$ cat src/common/adcsq_pkg.sv
// constants, field layout and types of the converter sequencer
// assumes one 100 MHz system clock and an 8-bit register port
//
// Operation
// - power bit on runs the converter; off shuts it down
// - clock select 00, 01, 10 gives oscillator divided by 8, 32, 64
// - clock select 11 takes the period from the internal rc clock
// - justify set: result right justified, upper six high bits zero
// - justify clear: result left justified, lower six low bits zero
// - unimplemented control bits read back as zero
// - reference select 1 uses external reference pins, 0 supply rails
// - pin config turns pins digital downward from channels 15 and 7
// - full ten-bit result held across the high and low registers
// - completion loads result, clears go bit, sets done flag together
// - conversion takes twelve periods and starts on go bit set
// - holding capacitor stays on the channel during acquisition
// - channel select 0 to 15 picks analog input channel 0 to 15
// - writing go with power on starts; reads 1 until hardware clears
package adcsq_pkg;

    // ==================================================
    // register addresses
    localparam logic [7:0] ADDR_CTRL_MAIN   = 8'h14;
    localparam logic [7:0] ADDR_CONFIG      = 8'h15;
    localparam logic [7:0] ADDR_RESULT_HIGH = 8'h16;
    localparam logic [7:0] ADDR_RESULT_LOW  = 8'h17;
    localparam logic [7:0] ADDR_STATUS      = 8'h18;

    // ==================================================
    // field positions
    localparam int CTRL_POWER_BIT  = 0;
    localparam int CTRL_GO_BIT     = 2;
    localparam int CTRL_CHAN_LSB   = 4;
    localparam int CFG_REF_BIT     = 0;
    localparam int CFG_PCFG_LSB    = 1;
    localparam int CFG_JUSTIFY_BIT = 5;
    localparam int CFG_CLKSEL_LSB  = 6;
    localparam int STAT_DONE_BIT   = 0;
    localparam int STAT_IE_BIT     = 1;

    // ==================================================
    // reset values
    localparam logic       RESET_BIT     = 1'b0;
    localparam logic [3:0] RESET_CHAN    = 4'h0;
    localparam logic [2:0] RESET_PCFG    = 3'h0;
    localparam logic [9:0] RESET_RESULT  = 10'h000;
    localparam logic [15:0] RESET_ANALOG = 16'h0000;

    // ==================================================
    // timing counts in system clocks and periods
    localparam logic [5:0] DIV8_LAST  = 6'h07;
    localparam logic [5:0] DIV32_LAST = 6'h1f;
    localparam logic [5:0] DIV64_LAST = 6'h3f;
    localparam logic [3:0] CONV_TADS  = 4'hc;
    localparam logic [3:0] RECOV_TADS = 4'h2;

    // ==================================================
    // converter geometry
    localparam logic [9:0] SAR_MSB     = 10'h200;
    localparam logic [2:0] PCFG_ALL_D  = 3'h7;
    localparam logic [3:0] GROUP_PINS  = 4'h8;

    typedef enum logic [1:0] {
        CLK_DIV8  = 2'h0,
        CLK_DIV32 = 2'h1,
        CLK_DIV64 = 2'h2,
        CLK_RC    = 2'h3
    } adcsq_clksel_t;

    typedef enum logic [2:0] {
        ST_ACQ   = 3'h1,
        ST_CONV  = 3'h2,
        ST_RECOV = 3'h4
    } adcsq_state_t;

endpackage

$ cat src/hdl/adcsq_top.sv
// converter sequencer: registers, pin configuration and sar timing
// assumes an external comparator and dac driven by dac_code_q,
// and a cpu-side interrupt controller reading the done flag outputs
// and register strobes that are one cycle long and never both high
`timescale 1ns/1ns
`default_nettype none
module adcsq_top
    import adcsq_pkg::*;
(
    input  wire logic        clk,
    input  wire logic        rst,
    input  wire logic [7:0]  addr,
    input  wire logic [7:0]  wdata,
    input  wire logic        wr,
    input  wire logic        rd,
    output logic      [7:0]  rdata_q,
    input  wire logic        internal_rc_clock,
    input  wire logic        comp_above,
    output logic             converter_power_on_q,
    output logic      [3:0]  channel_select_q,
    output logic             reference_select_q,
    output logic      [15:0] analog_pins_q,
    output logic             sample_connect_q,
    output logic      [9:0]  dac_code_q,
    output logic             conversion_go_flag_q,
    output logic             conv_done_flag_q,
    output logic             conv_done_irq_enable_q
);

    // ==================================================
    // declarations
    adcsq_clksel_t clk_sel_q;
    adcsq_state_t  state_q;
    logic          result_justify_q;
    logic [2:0]    pin_config_select_q;
    logic [9:0]    result_q;
    logic [9:0]    bit_q;
    logic [3:0]    tad_cnt_q;
    logic [1:0]    pins_sync;
    logic          rc_sync;
    logic          comp_sync;
    logic          tad_tick;
    logic          run;
    logic          done_evt;
    logic          last_conv_tad;
    logic          last_recov_tad;
    logic          in_acq;
    logic          go_wr;
    logic          power_drop;
    logic          wr_ctrl;
    logic          wr_cfg;
    logic          wr_stat;
    logic [7:0]    ctrl_rd;
    logic [7:0]    cfg_rd;
    logic [7:0]    stat_rd;
    logic [7:0]    res_high_rd;
    logic [7:0]    res_low_rd;
    logic [7:0]    read_mux;
    logic [15:0]   analog_d;

    // ==================================================
    // pin synchronisers
    adcsq_sync #(
        .WIDTH (2)
    ) u_sync (
        .clk      (clk),
        .rst      (rst),
        .async_in ({internal_rc_clock, comp_above}),
        .sync_q   (pins_sync)
    );

    assign rc_sync   = pins_sync[1];
    assign comp_sync = pins_sync[0];

    // ==================================================
    // conversion period ticks
    assign in_acq = (state_q == ST_ACQ);
    assign run    = !in_acq;

    adcsq_tad_gen u_tad (
        .clk     (clk),
        .rst     (rst),
        .run     (run),
        .clk_sel (clk_sel_q),
        .rc_sync (rc_sync),
        .tick_q  (tad_tick)
    );

    // ==================================================
    // write decode
    assign wr_ctrl = wr && (addr == ADDR_CTRL_MAIN);
    assign wr_cfg  = wr && (addr == ADDR_CONFIG);
    assign wr_stat = wr && (addr == ADDR_STATUS);
    assign go_wr   = wr_ctrl && wdata[CTRL_GO_BIT];
    // power-off write drops go on its own edge, so go never outlives power
    assign power_drop = wr_ctrl && !wdata[CTRL_POWER_BIT];

    // ==================================================
    // main control register
    always_ff @(posedge clk or posedge rst) begin
        if (rst) begin
            converter_power_on_q <= RESET_BIT;
            channel_select_q     <= RESET_CHAN;
        end else if (wr_ctrl) begin
            converter_power_on_q <= wdata[CTRL_POWER_BIT];
            channel_select_q     <= wdata[CTRL_CHAN_LSB +: 4];
        end
    end

    // go accepted only if power was already on before this write
    always_ff @(posedge clk or posedge rst) begin
        if (rst) begin
            conversion_go_flag_q <= RESET_BIT;
        end else if (done_evt || !converter_power_on_q || power_drop) begin
            conversion_go_flag_q <= 1'b0;
        end else if (go_wr) begin
            conversion_go_flag_q <= 1'b1;
        end
    end

    // ==================================================
    // configuration register
    always_ff @(posedge clk or posedge rst) begin
        if (rst) begin
            clk_sel_q           <= CLK_DIV8;
            result_justify_q    <= RESET_BIT;
            pin_config_select_q <= RESET_PCFG;
            reference_select_q  <= RESET_BIT;
        end else if (wr_cfg) begin
            clk_sel_q           <= adcsq_clksel_t'(wdata[CFG_CLKSEL_LSB +: 2]);
            result_justify_q    <= wdata[CFG_JUSTIFY_BIT];
            pin_config_select_q <= wdata[CFG_PCFG_LSB +: 3];
            reference_select_q  <= wdata[CFG_REF_BIT];
        end
    end

    // ==================================================
    // done flag and its enable
    always_ff @(posedge clk or posedge rst) begin
        if (rst) begin
            conv_done_flag_q <= RESET_BIT;
        end else if (done_evt) begin
            conv_done_flag_q <= 1'b1;
        end else if (wr_stat) begin
            conv_done_flag_q <= wdata[STAT_DONE_BIT];
        end
    end

    always_ff @(posedge clk or posedge rst) begin
        if (rst) begin
            conv_done_irq_enable_q <= RESET_BIT;
        end else if (wr_stat) begin
            conv_done_irq_enable_q <= wdata[STAT_IE_BIT];
        end
    end

    // ==================================================
    // analog pin map, digital pins taken from the top of each group
    always_comb begin
        analog_d = 16'h0000;
        for (int i = 0; i < 8; i++) begin
            if (pin_config_select_q != PCFG_ALL_D
                && 4'(i) + {1'b0, pin_config_select_q} < GROUP_PINS) begin
                analog_d[i]     = 1'b1;
                analog_d[i + 8] = 1'b1;
            end
        end
    end

    always_ff @(posedge clk or posedge rst) begin
        if (rst) begin
            analog_pins_q <= RESET_ANALOG;
        end else begin
            analog_pins_q <= analog_d;
        end
    end

    // ==================================================
    // sequencer: acquire, convert twelve periods, recover two periods
    assign last_conv_tad  = (tad_cnt_q == CONV_TADS - 4'h1);
    assign last_recov_tad = (tad_cnt_q == RECOV_TADS - 4'h1);
    assign done_evt = (state_q == ST_CONV) && tad_tick && last_conv_tad;

    always_ff @(posedge clk or posedge rst) begin
        if (rst) begin
            state_q   <= ST_ACQ;
            tad_cnt_q <= 4'h0;
        end else begin
            unique case (state_q)
                ST_ACQ: begin
                    // a go set during recovery waits here for acquire
                    tad_cnt_q <= 4'h0;
                    if (conversion_go_flag_q && converter_power_on_q) begin
                        state_q <= ST_CONV;
                    end
                end
                ST_CONV: begin
                    if (!converter_power_on_q) begin
                        state_q   <= ST_ACQ;
                        tad_cnt_q <= 4'h0;
                    end else if (done_evt) begin
                        state_q   <= ST_RECOV;
                        tad_cnt_q <= 4'h0;
                    end else if (tad_tick) begin
                        tad_cnt_q <= tad_cnt_q + 4'h1;
                    end
                end
                ST_RECOV: begin
                    if (!converter_power_on_q) begin
                        state_q   <= ST_ACQ;
                        tad_cnt_q <= 4'h0;
                    end else if (tad_tick && last_recov_tad) begin
                        state_q   <= ST_ACQ;
                        tad_cnt_q <= 4'h0;
                    end else if (tad_tick) begin
                        tad_cnt_q <= tad_cnt_q + 4'h1;
                    end
                end
                default: begin
                    state_q   <= ST_ACQ;
                    tad_cnt_q <= 4'h0;
                end
            endcase
        end
    end

    // ==================================================
    // holding capacitor switch
    always_ff @(posedge clk or posedge rst) begin
        if (rst) begin
            sample_connect_q <= 1'b0;
        end else begin
            sample_connect_q <= converter_power_on_q && (state_q == ST_ACQ);
        end
    end

    // ==================================================
    // successive approximation, one bit per period from the second
    // the first period may be a partial rc cycle, so it decides no bit
    always_ff @(posedge clk or posedge rst) begin
        if (rst) begin
            dac_code_q <= RESET_RESULT;
            bit_q      <= RESET_RESULT;
        end else if (state_q == ST_ACQ) begin
            dac_code_q <= SAR_MSB;
            bit_q      <= SAR_MSB;
        end else if (state_q == ST_CONV && tad_tick
                     && tad_cnt_q != 4'h0 && bit_q != RESET_RESULT) begin
            dac_code_q <= (comp_sync ? dac_code_q : (dac_code_q & ~bit_q))
                          | (bit_q >> 1);
            bit_q      <= bit_q >> 1;
        end
    end

    always_ff @(posedge clk or posedge rst) begin
        if (rst) begin
            result_q <= RESET_RESULT;
        end else if (done_evt) begin
            result_q <= dac_code_q;
        end
    end

    // ==================================================
    // read views
    // result views follow the justify bit live; the pair is not latched
    assign ctrl_rd = {channel_select_q, 1'b0, conversion_go_flag_q,
                      1'b0, converter_power_on_q};
    assign cfg_rd  = {clk_sel_q, result_justify_q, 1'b0,
                      pin_config_select_q, reference_select_q};
    assign stat_rd = {6'h00, conv_done_irq_enable_q, conv_done_flag_q};

    always_comb begin
        if (result_justify_q) begin
            res_high_rd = {6'h00, result_q[9:8]};
            res_low_rd  = result_q[7:0];
        end else begin
            res_high_rd = result_q[9:2];
            res_low_rd  = {result_q[1:0], 6'h00};
        end
    end

    always_comb begin
        unique case (addr)
            ADDR_CTRL_MAIN:   read_mux = ctrl_rd;
            ADDR_CONFIG:      read_mux = cfg_rd;
            ADDR_RESULT_HIGH: read_mux = res_high_rd;
            ADDR_RESULT_LOW:  read_mux = res_low_rd;
            ADDR_STATUS:      read_mux = stat_rd;
            default:          read_mux = 8'h00;
        endcase
    end

    // data valid only in the cycle after the read strobe
    always_ff @(posedge clk or posedge rst) begin
        if (rst) begin
            rdata_q <= 8'h00;
        end else if (rd) begin
            rdata_q <= read_mux;
        end else begin
            rdata_q <= 8'h00;
        end
    end

endmodule
`default_nettype wire

$ cat src/hdl/adcsq_sync.sv
// two-stage synchroniser for pin levels
// assumes inputs asynchronous to clk
`timescale 1ns/1ns
`default_nettype none
module adcsq_sync #(
    parameter int WIDTH = 1
) (
    input  wire logic             clk,
    input  wire logic             rst,
    input  wire logic [WIDTH-1:0] async_in,
    output logic      [WIDTH-1:0] sync_q
);
    logic [WIDTH-1:0] meta_q;

    always_ff @(posedge clk or posedge rst) begin
        if (rst) begin
            meta_q <= '0;
            sync_q <= '0;
        end else begin
            meta_q <= async_in;
            sync_q <= meta_q;
        end
    end
endmodule
`default_nettype wire

$ cat src/hdl/adcsq_tad_gen.sv
// conversion period tick from system clock divider or rc clock edges
// assumes rc_sync already passed a synchroniser
`timescale 1ns/1ns
`default_nettype none
module adcsq_tad_gen
    import adcsq_pkg::*;
(
    input  wire logic                     clk,
    input  wire logic                     rst,
    input  wire logic                     run,
    input  wire adcsq_pkg::adcsq_clksel_t clk_sel,
    input  wire logic                     rc_sync,
    output logic                          tick_q
);
    logic [5:0] div_cnt_q;
    logic [5:0] div_last;
    logic       rc_prev_q;

    always_comb begin
        unique case (clk_sel)
            CLK_DIV8:  div_last = DIV8_LAST;
            CLK_DIV32: div_last = DIV32_LAST;
            CLK_DIV64: div_last = DIV64_LAST;
            CLK_RC:    div_last = DIV64_LAST;
        endcase
    end

    // divider restarts with each run so the first period is whole
    always_ff @(posedge clk or posedge rst) begin
        if (rst) begin
            div_cnt_q <= 6'h00;
        end else if (!run || div_cnt_q == div_last) begin
            div_cnt_q <= 6'h00;
        end else begin
            div_cnt_q <= div_cnt_q + 6'h01;
        end
    end

    always_ff @(posedge clk or posedge rst) begin
        if (rst) begin
            rc_prev_q <= 1'b0;
        end else begin
            rc_prev_q <= rc_sync;
        end
    end

    always_ff @(posedge clk or posedge rst) begin
        if (rst) begin
            tick_q <= 1'b0;
        end else if (!run) begin
            tick_q <= 1'b0;
        end else if (clk_sel == CLK_RC) begin
            tick_q <= rc_sync && !rc_prev_q;
        end else begin
            tick_q <= (div_cnt_q == div_last);
        end
    end
endmodule
`default_nettype wire

$ cat config.mk
export PLATFORM = sky130hd
export DESIGN_NAME = adcsq_top
export DESIGN_NICKNAME = d
export VERILOG_FILES = /design/src/common/adcsq_pkg.sv /design/src/hdl/adcsq_top.sv /design/src/hdl/adcsq_sync.sv /design/src/hdl/adcsq_tad_gen.sv
export SDC_FILE = /design/constraint.sdc
export NUM_CORES = 1
export LEC_CHECK = 0
export ABC_AREA = 1
export BUFFER_PORTS_ARGS = -buffer_cell sky130_fd_sc_hd__buf_2
export CORE_AREA = 2 2 105 107
export CTS_BUF_LIST = sky130_fd_sc_hd__clkbuf_2
export DETAILED_ROUTE_END_ITERATION = 7
export DIE_AREA = 0 0 107 109
export GPL_ROUTABILITY_DRIVEN = 0
export GPL_TIMING_DRIVEN = 0
export PLACE_DENSITY = 0.57
export SLEW_MARGIN = 20
export SYNTH_ARGS = -nofsm -noshare
export SYNTH_HDL_FRONTEND = slang
export SYNTH_SLANG_ARGS = --single-unit
$ cat constraint.sdc
create_clock -name clk -period 2.65 [get_ports clk]
set_input_delay 0.53 -clock clk [delete_from_list [all_inputs] [get_ports clk]]
set_output_delay 0.53 -clock clk [all_outputs]
set_load 0.05 [all_outputs]
Word level (Yosys, flattened, before mapping):

Index checks and enable logic that the tools add are counted.

* register bits: 89
* input port bits: 22
* output and inout port bits: 44
* logic and storage cells: 132

* $add $sub $neg: 9
* $lt $le $gt $ge: 8
* equality and inequality tests: 18
* muxes and demuxes: 37
* bitwise logic cells: 3
* reductions and logical operators: 35

Operator list (count)
* $mux 10: 5
* $eq 8x5->1 const B: 5
* $pmux 8 s5: 1
* $lt 4x4->1 const B: 7
* $mux 8: 3
* $logic_and 1x1->1: 21
* $mux 4: 5
* $pmux 6 s3: 1
* $add 3x3->4 const A: 4
* $mux 3: 5
* $mux 1: 14
* $and 10x10->10: 1
* $not 10->10: 1
* $or 10x9->10: 1
* $reduce_bool 10->1: 1
* $ne 3x3->1 const B: 3
* $pmux 3 s3: 1
* $add 2x3->4 const A: 2
* $pmux 4 s2: 1
* $add 6x1->6 const B: 1
* $eq 6x6->1: 1
* $mux 6: 1
* $reduce_bool 2->1: 3
* $add 1x3->4 const A: 1
* other kinds (16): 21

Longest topological paths before layout:

* word-level depth: 6
* depth in mapped cells: 9
* depth with buffers taken out: 9

Hierarchy:

From an unflattened synthesis, not the netlist that was laid out.

* cells, all modules: 469
* area, all modules: 3898.7 um2

By module, submodules not included
* adcsq_top: instances 1, cells an instance 413, area each 3399.5 um2, seq. area each 1727.9 um2
* adcsq_tad_gen: instances 1, cells an instance 51, area each 395.4 um2, seq. area each 200.2 um2
* adcsq_sync: instances 1, cells an instance 5, area each 103.8 um2, seq. area each 100.1 um2

Worst setup path after synthesis:

No wires, ideal clock.

* kind: reg2reg
* from: register tad_cnt_q[0]
* to: register bit_q[1]
* data arrival time: 1.322 ns
* required time: 2.530 ns
* path slack: 1.208 ns
* cell stages (with the launch flop): 10
* buffers on the path: 2
* period minus slack after synthesis: 1.442 ns
* path through: dfrtp_1 > inv_1 > ha_1 > nor3b_1 > nor2_1 > nand2_1 > buf_4 > buf_6 > nand3_1 > nand2_1

* longest elaborated chain between the ends: 4

RTL lines
* start: declaration: RTL line adcsq_top.sv:38 `logic [3:0] tad_cnt_q;`
* start signal: assignment: RTL line adcsq_top.sv:205 `tad_cnt_q <= tad_cnt_q + 4'h1;`
* start signal: assignment: RTL line adcsq_top.sv:216 `tad_cnt_q <= tad_cnt_q + 4'h1;`
* $reduce_bool 4->1: RTL line adcsq_top.sv:248 `&& tad_cnt_q != 4'h0 && bit_q != RESET_RESULT) begin`
* $logic_and 1x1->1 (2 in series): RTL line adcsq_top.sv:248
* $reduce_bool 2->1 (no line)
* end signal: assignment: RTL line adcsq_top.sv:251 `bit_q <= bit_q >> 1;`
* end: declaration: RTL line adcsq_top.sv:37 `logic [9:0] bit_q;`

Every way passes these cells.
A chain may end at the register's enable or synchronous reset.

Worst setup path after layout:

* from: register converter_power_on_q
* to: output port converter_power_on_q

RTL lines
* start: declaration: RTL line adcsq_top.sv:19 `output logic converter_power_on_q,`
* start signal: assignment: RTL line adcsq_top.sv:105 `converter_power_on_q <= wdata[CTRL_POWER_BIT];`

No word-level cell between the ends.

==> reports/metrics.cfg <==
[outcome]
status=complete, no violations

[timing]
tightest_slew_ns=0.528
finalCriticalPeriod_ns=2.01
finalClockSkew_ns=0.0286
rsz0062_at_grt=false
setup_violations=0
fin_crit_sh=0.758
slew_violations=0
tns_ns=0
hold_viol=0
slew_headroom=0.647
clock.fmax_ghz=0.498

[final_layout]
area_growth_pct=17.8
n_antenna_cell=0
design_area_um2=4500
drive_above_1_share=0.223
fin_nets=554
nFillCells=1067

[drt]
ant_nets=0
num_vias=3168
wire_per_inst_um=13.0
wl_met1_mm=4.08
first_iter_violations=121
wl_met2_mm=4.02
vias_per_cell=4.71
first_pass_iters=4
route.met3.wl_um=449
drc=0
top_layer=met4
routed_wl_mm=8.73

[yosys]
yosysWarnings=0
synth-seq-area-share=0.531
syn_nets=476
synth_cells=450
post_synth.cell_area_avg_um2=8.49
synth_area_um2=3820
ys_seq_elements=81
post_synth_num_cell_types=31

[placed_design]
dp_hpwl_mm=6.38
port_buffers=65
place_area_um2=4350

[grt]
antenna_found_initial=0
grt_max_degree=60
grt_use_total=0.159
grt_pass1_vias=3054
grt_pass1_wl_mm=14.7
overflow=0

[clock_network]
clock_sinks=81
h-tree-depth=3
insertion_delay_ns=0.55
path_clk_slew_ns=0.24
cts_resized=0
cts_buffers=9
clockBufferDepth=2
tritoncts=built
clock-root-buffer=clkbuf_2
postCtsSetupRepairBufs=0

[floorplan]
start_util=0.361
rows=38
io_pins=66
core_um2=10600
dieArea_um2=11700
die_w_um=107
dieHeight_um=109

[critical_path]
cp_max_fo=8
worst_r2r_endpoint=bit_q[1]
slowest_stage=dfrtp_1
setup.worst_path.start=converter_power_on_q
path_depth=1
reg2reg_depth=9
critPathArrivalTime_ns=1.48
cpPeakStageDelay_ns=0.60
critPathLaunchType=register
cp.buffers_inverters=1
path_cells=buf_2
crit_type=reg2out
reg2reg_slack_ns=0.99
cp.required_ns=2.12
end_kind=primary output
r2r-start=tad_cnt_q[0]
path_delay_family=flip-flops

[job]
drv_cap=0

[power]
p_leak_nw=2.37
pwr_density_cell_nw_per_um2=580
ir_drop_uv=288

[min_path]
min_to=u_sync.meta_q[1]
worst_hold_startpoint=internal_rc_clock
holdPathStages=1
min-delay-path-class=in2reg

[Yosys cell counts]
| library cell | number | area [um^2] |
|---|---|---|
| nand4_1 | 5 | 31.3 |
| nor3_4 | 2 | 32.5 |
| nand3b_1 | 1 | 7.51 |
| o21bai_1 | 6 | 45.0 |
| o21a_1 | 6 | 45.0 |
| nand2_4 | 2 | 22.5 |
| or2_0 | 1 | 6.26 |
| dfrtp_1 | 80 | 2000 |
| xnor2_1 | 2 | 17.5 |
| clkbuf_1 | 2 | 7.51 |
| o31ai_1 | 1 | 7.51 |
| a21oi_1 | 10 | 50.1 |
| o21ai_0 | 24 | 120 |
| clkinv_1 | 3 | 11.3 |
| nor3b_1 | 2 | 15.0 |
| nand2_1 | 117 | 439 |
| nand3_1 | 57 | 285 |
| a21oi_2 | 3 | 26.3 |
| xor2_1 | 4 | 35.0 |
| inv_1 | 38 | 143 |
| nor3_1 | 4 | 20.0 |
| o21ai_1 | 1 | 5.00 |
| ha_1 | 4 | 50.1 |
| nor2_1 | 46 | 173 |
| buf_2 | 7 | 35.0 |
| dfstp_2 | 1 | 26.3 |
| buf_6 | 2 | 22.5 |
| inv_2 | 2 | 7.51 |
| buf_4 | 10 | 75.1 |
| nand2_2 | 4 | 25.0 |
| nor2_4 | 3 | 33.8 |
[metrics by stage]
step	instances	total power [mW]	hold WS [ns]	setup WS [ns]	util
finish	673	2.61	0.0547	0.641	0.425
global route	673	2.75	0.00122	0.518	0.425
CTS	673	2.64	0.0490	0.605	0.425
detailed placement	656	1.86	0.335	0.822	0.411
global placement	655	1.85	0.332	-0.940	0.408
floorplan	450	1.72	0.331	0.0416	-
[layout make-up]
class	instances	area, um^2	area share
Clock inverter	6	90.1	0.0200
Timing Repair Buffer	67	363	0.0806
Sequential cell	81	2030	0.450
Clock buffer	10	50.0	0.0111
Inverter	43	164	0.0364
Buffer	21	140	0.0311
Tap cell	140	175	0.0389
Multi-Input combinational cell	305	1490	0.331
[layout by cell type, fill, tap and decap left out, types with 6 or more instances in the layout]
cell type	synthesis	layout
a21oi_1	10	10
o21bai_1	6	6
inv_1	38	37
dfrtp_1	80	80
nand3_1	57	57
o21ai_0	24	24
o21a_1	6	6
nor2_1	46	46
clkbuf_2	0	10
nand2_1	117	117
buf_2	7	72
buf_4	10	10
[metal layers]
metal | track usage | vias to the layer above
met5 | 0 | -
li1 | - | 1589
met1 | 0.207 | 1479
met4 | 0.0622 | 0
met3 | 0.0341 | 18
met2 | 0.263 | 82
[registers in the layout, summed over array words and instances (netlist names), 3 cells and up]
signal / flops
analog_pins_q: 8
dac_code_q: 10
bit_q: 10
pin_config_select_q: 3
state_q: 3
result_q: 10
channel_select_q: 4
rdata_q: 8
u_tad.div_cnt_q: 6
tad_cnt_q: 4
[power breakdown]
| group | total, mW | switching [mW] | internal [mW] |
|---|---|---|---|
| clock network | 0.775 | 0.456 | 0.319 |
| logic | 0.487 | 0.361 | 0.126 |
| registers | 1.35 | 0.0514 | 1.30 |
| total | 2.61 | 0.868 | 1.75 |
[kinds of logic (layout without fill, tap and decap cells)]
family,Yosys count,in the layout,synth area share
buf+inv,64,147,0.0789
xor+xnor,6,6,0.0137
compound gates,51,51,0.0782
flops,81,81,0.531
simple gates,244,244,0.285
fa+ha+maj,4,4,0.0131
[timing repair]
action                     in CTS  in global routing
hold buffers                    1                  0
hold endpoints to repair       21                  0
setup endpoints to repair       0                  0
[how the worst max path moves through the flow]
| stage | slack, ns | end |
|---|---|---|
| 5_1_grt | 0.52 | converter_power_on_q |
| 3_5_place_dp | 0.82 | conversion_go_flag_q |
| 3_3_place_gp | -0.94 | u_sync.meta_q[1] |
| 2_1_floorplan | 0.04 | analog_pins_q[10] |
| 4_1_cts | 0.60 | converter_power_on_q |
| 6_report | 0.64 | converter_power_on_q |
(Power assumes the default switching activity.)
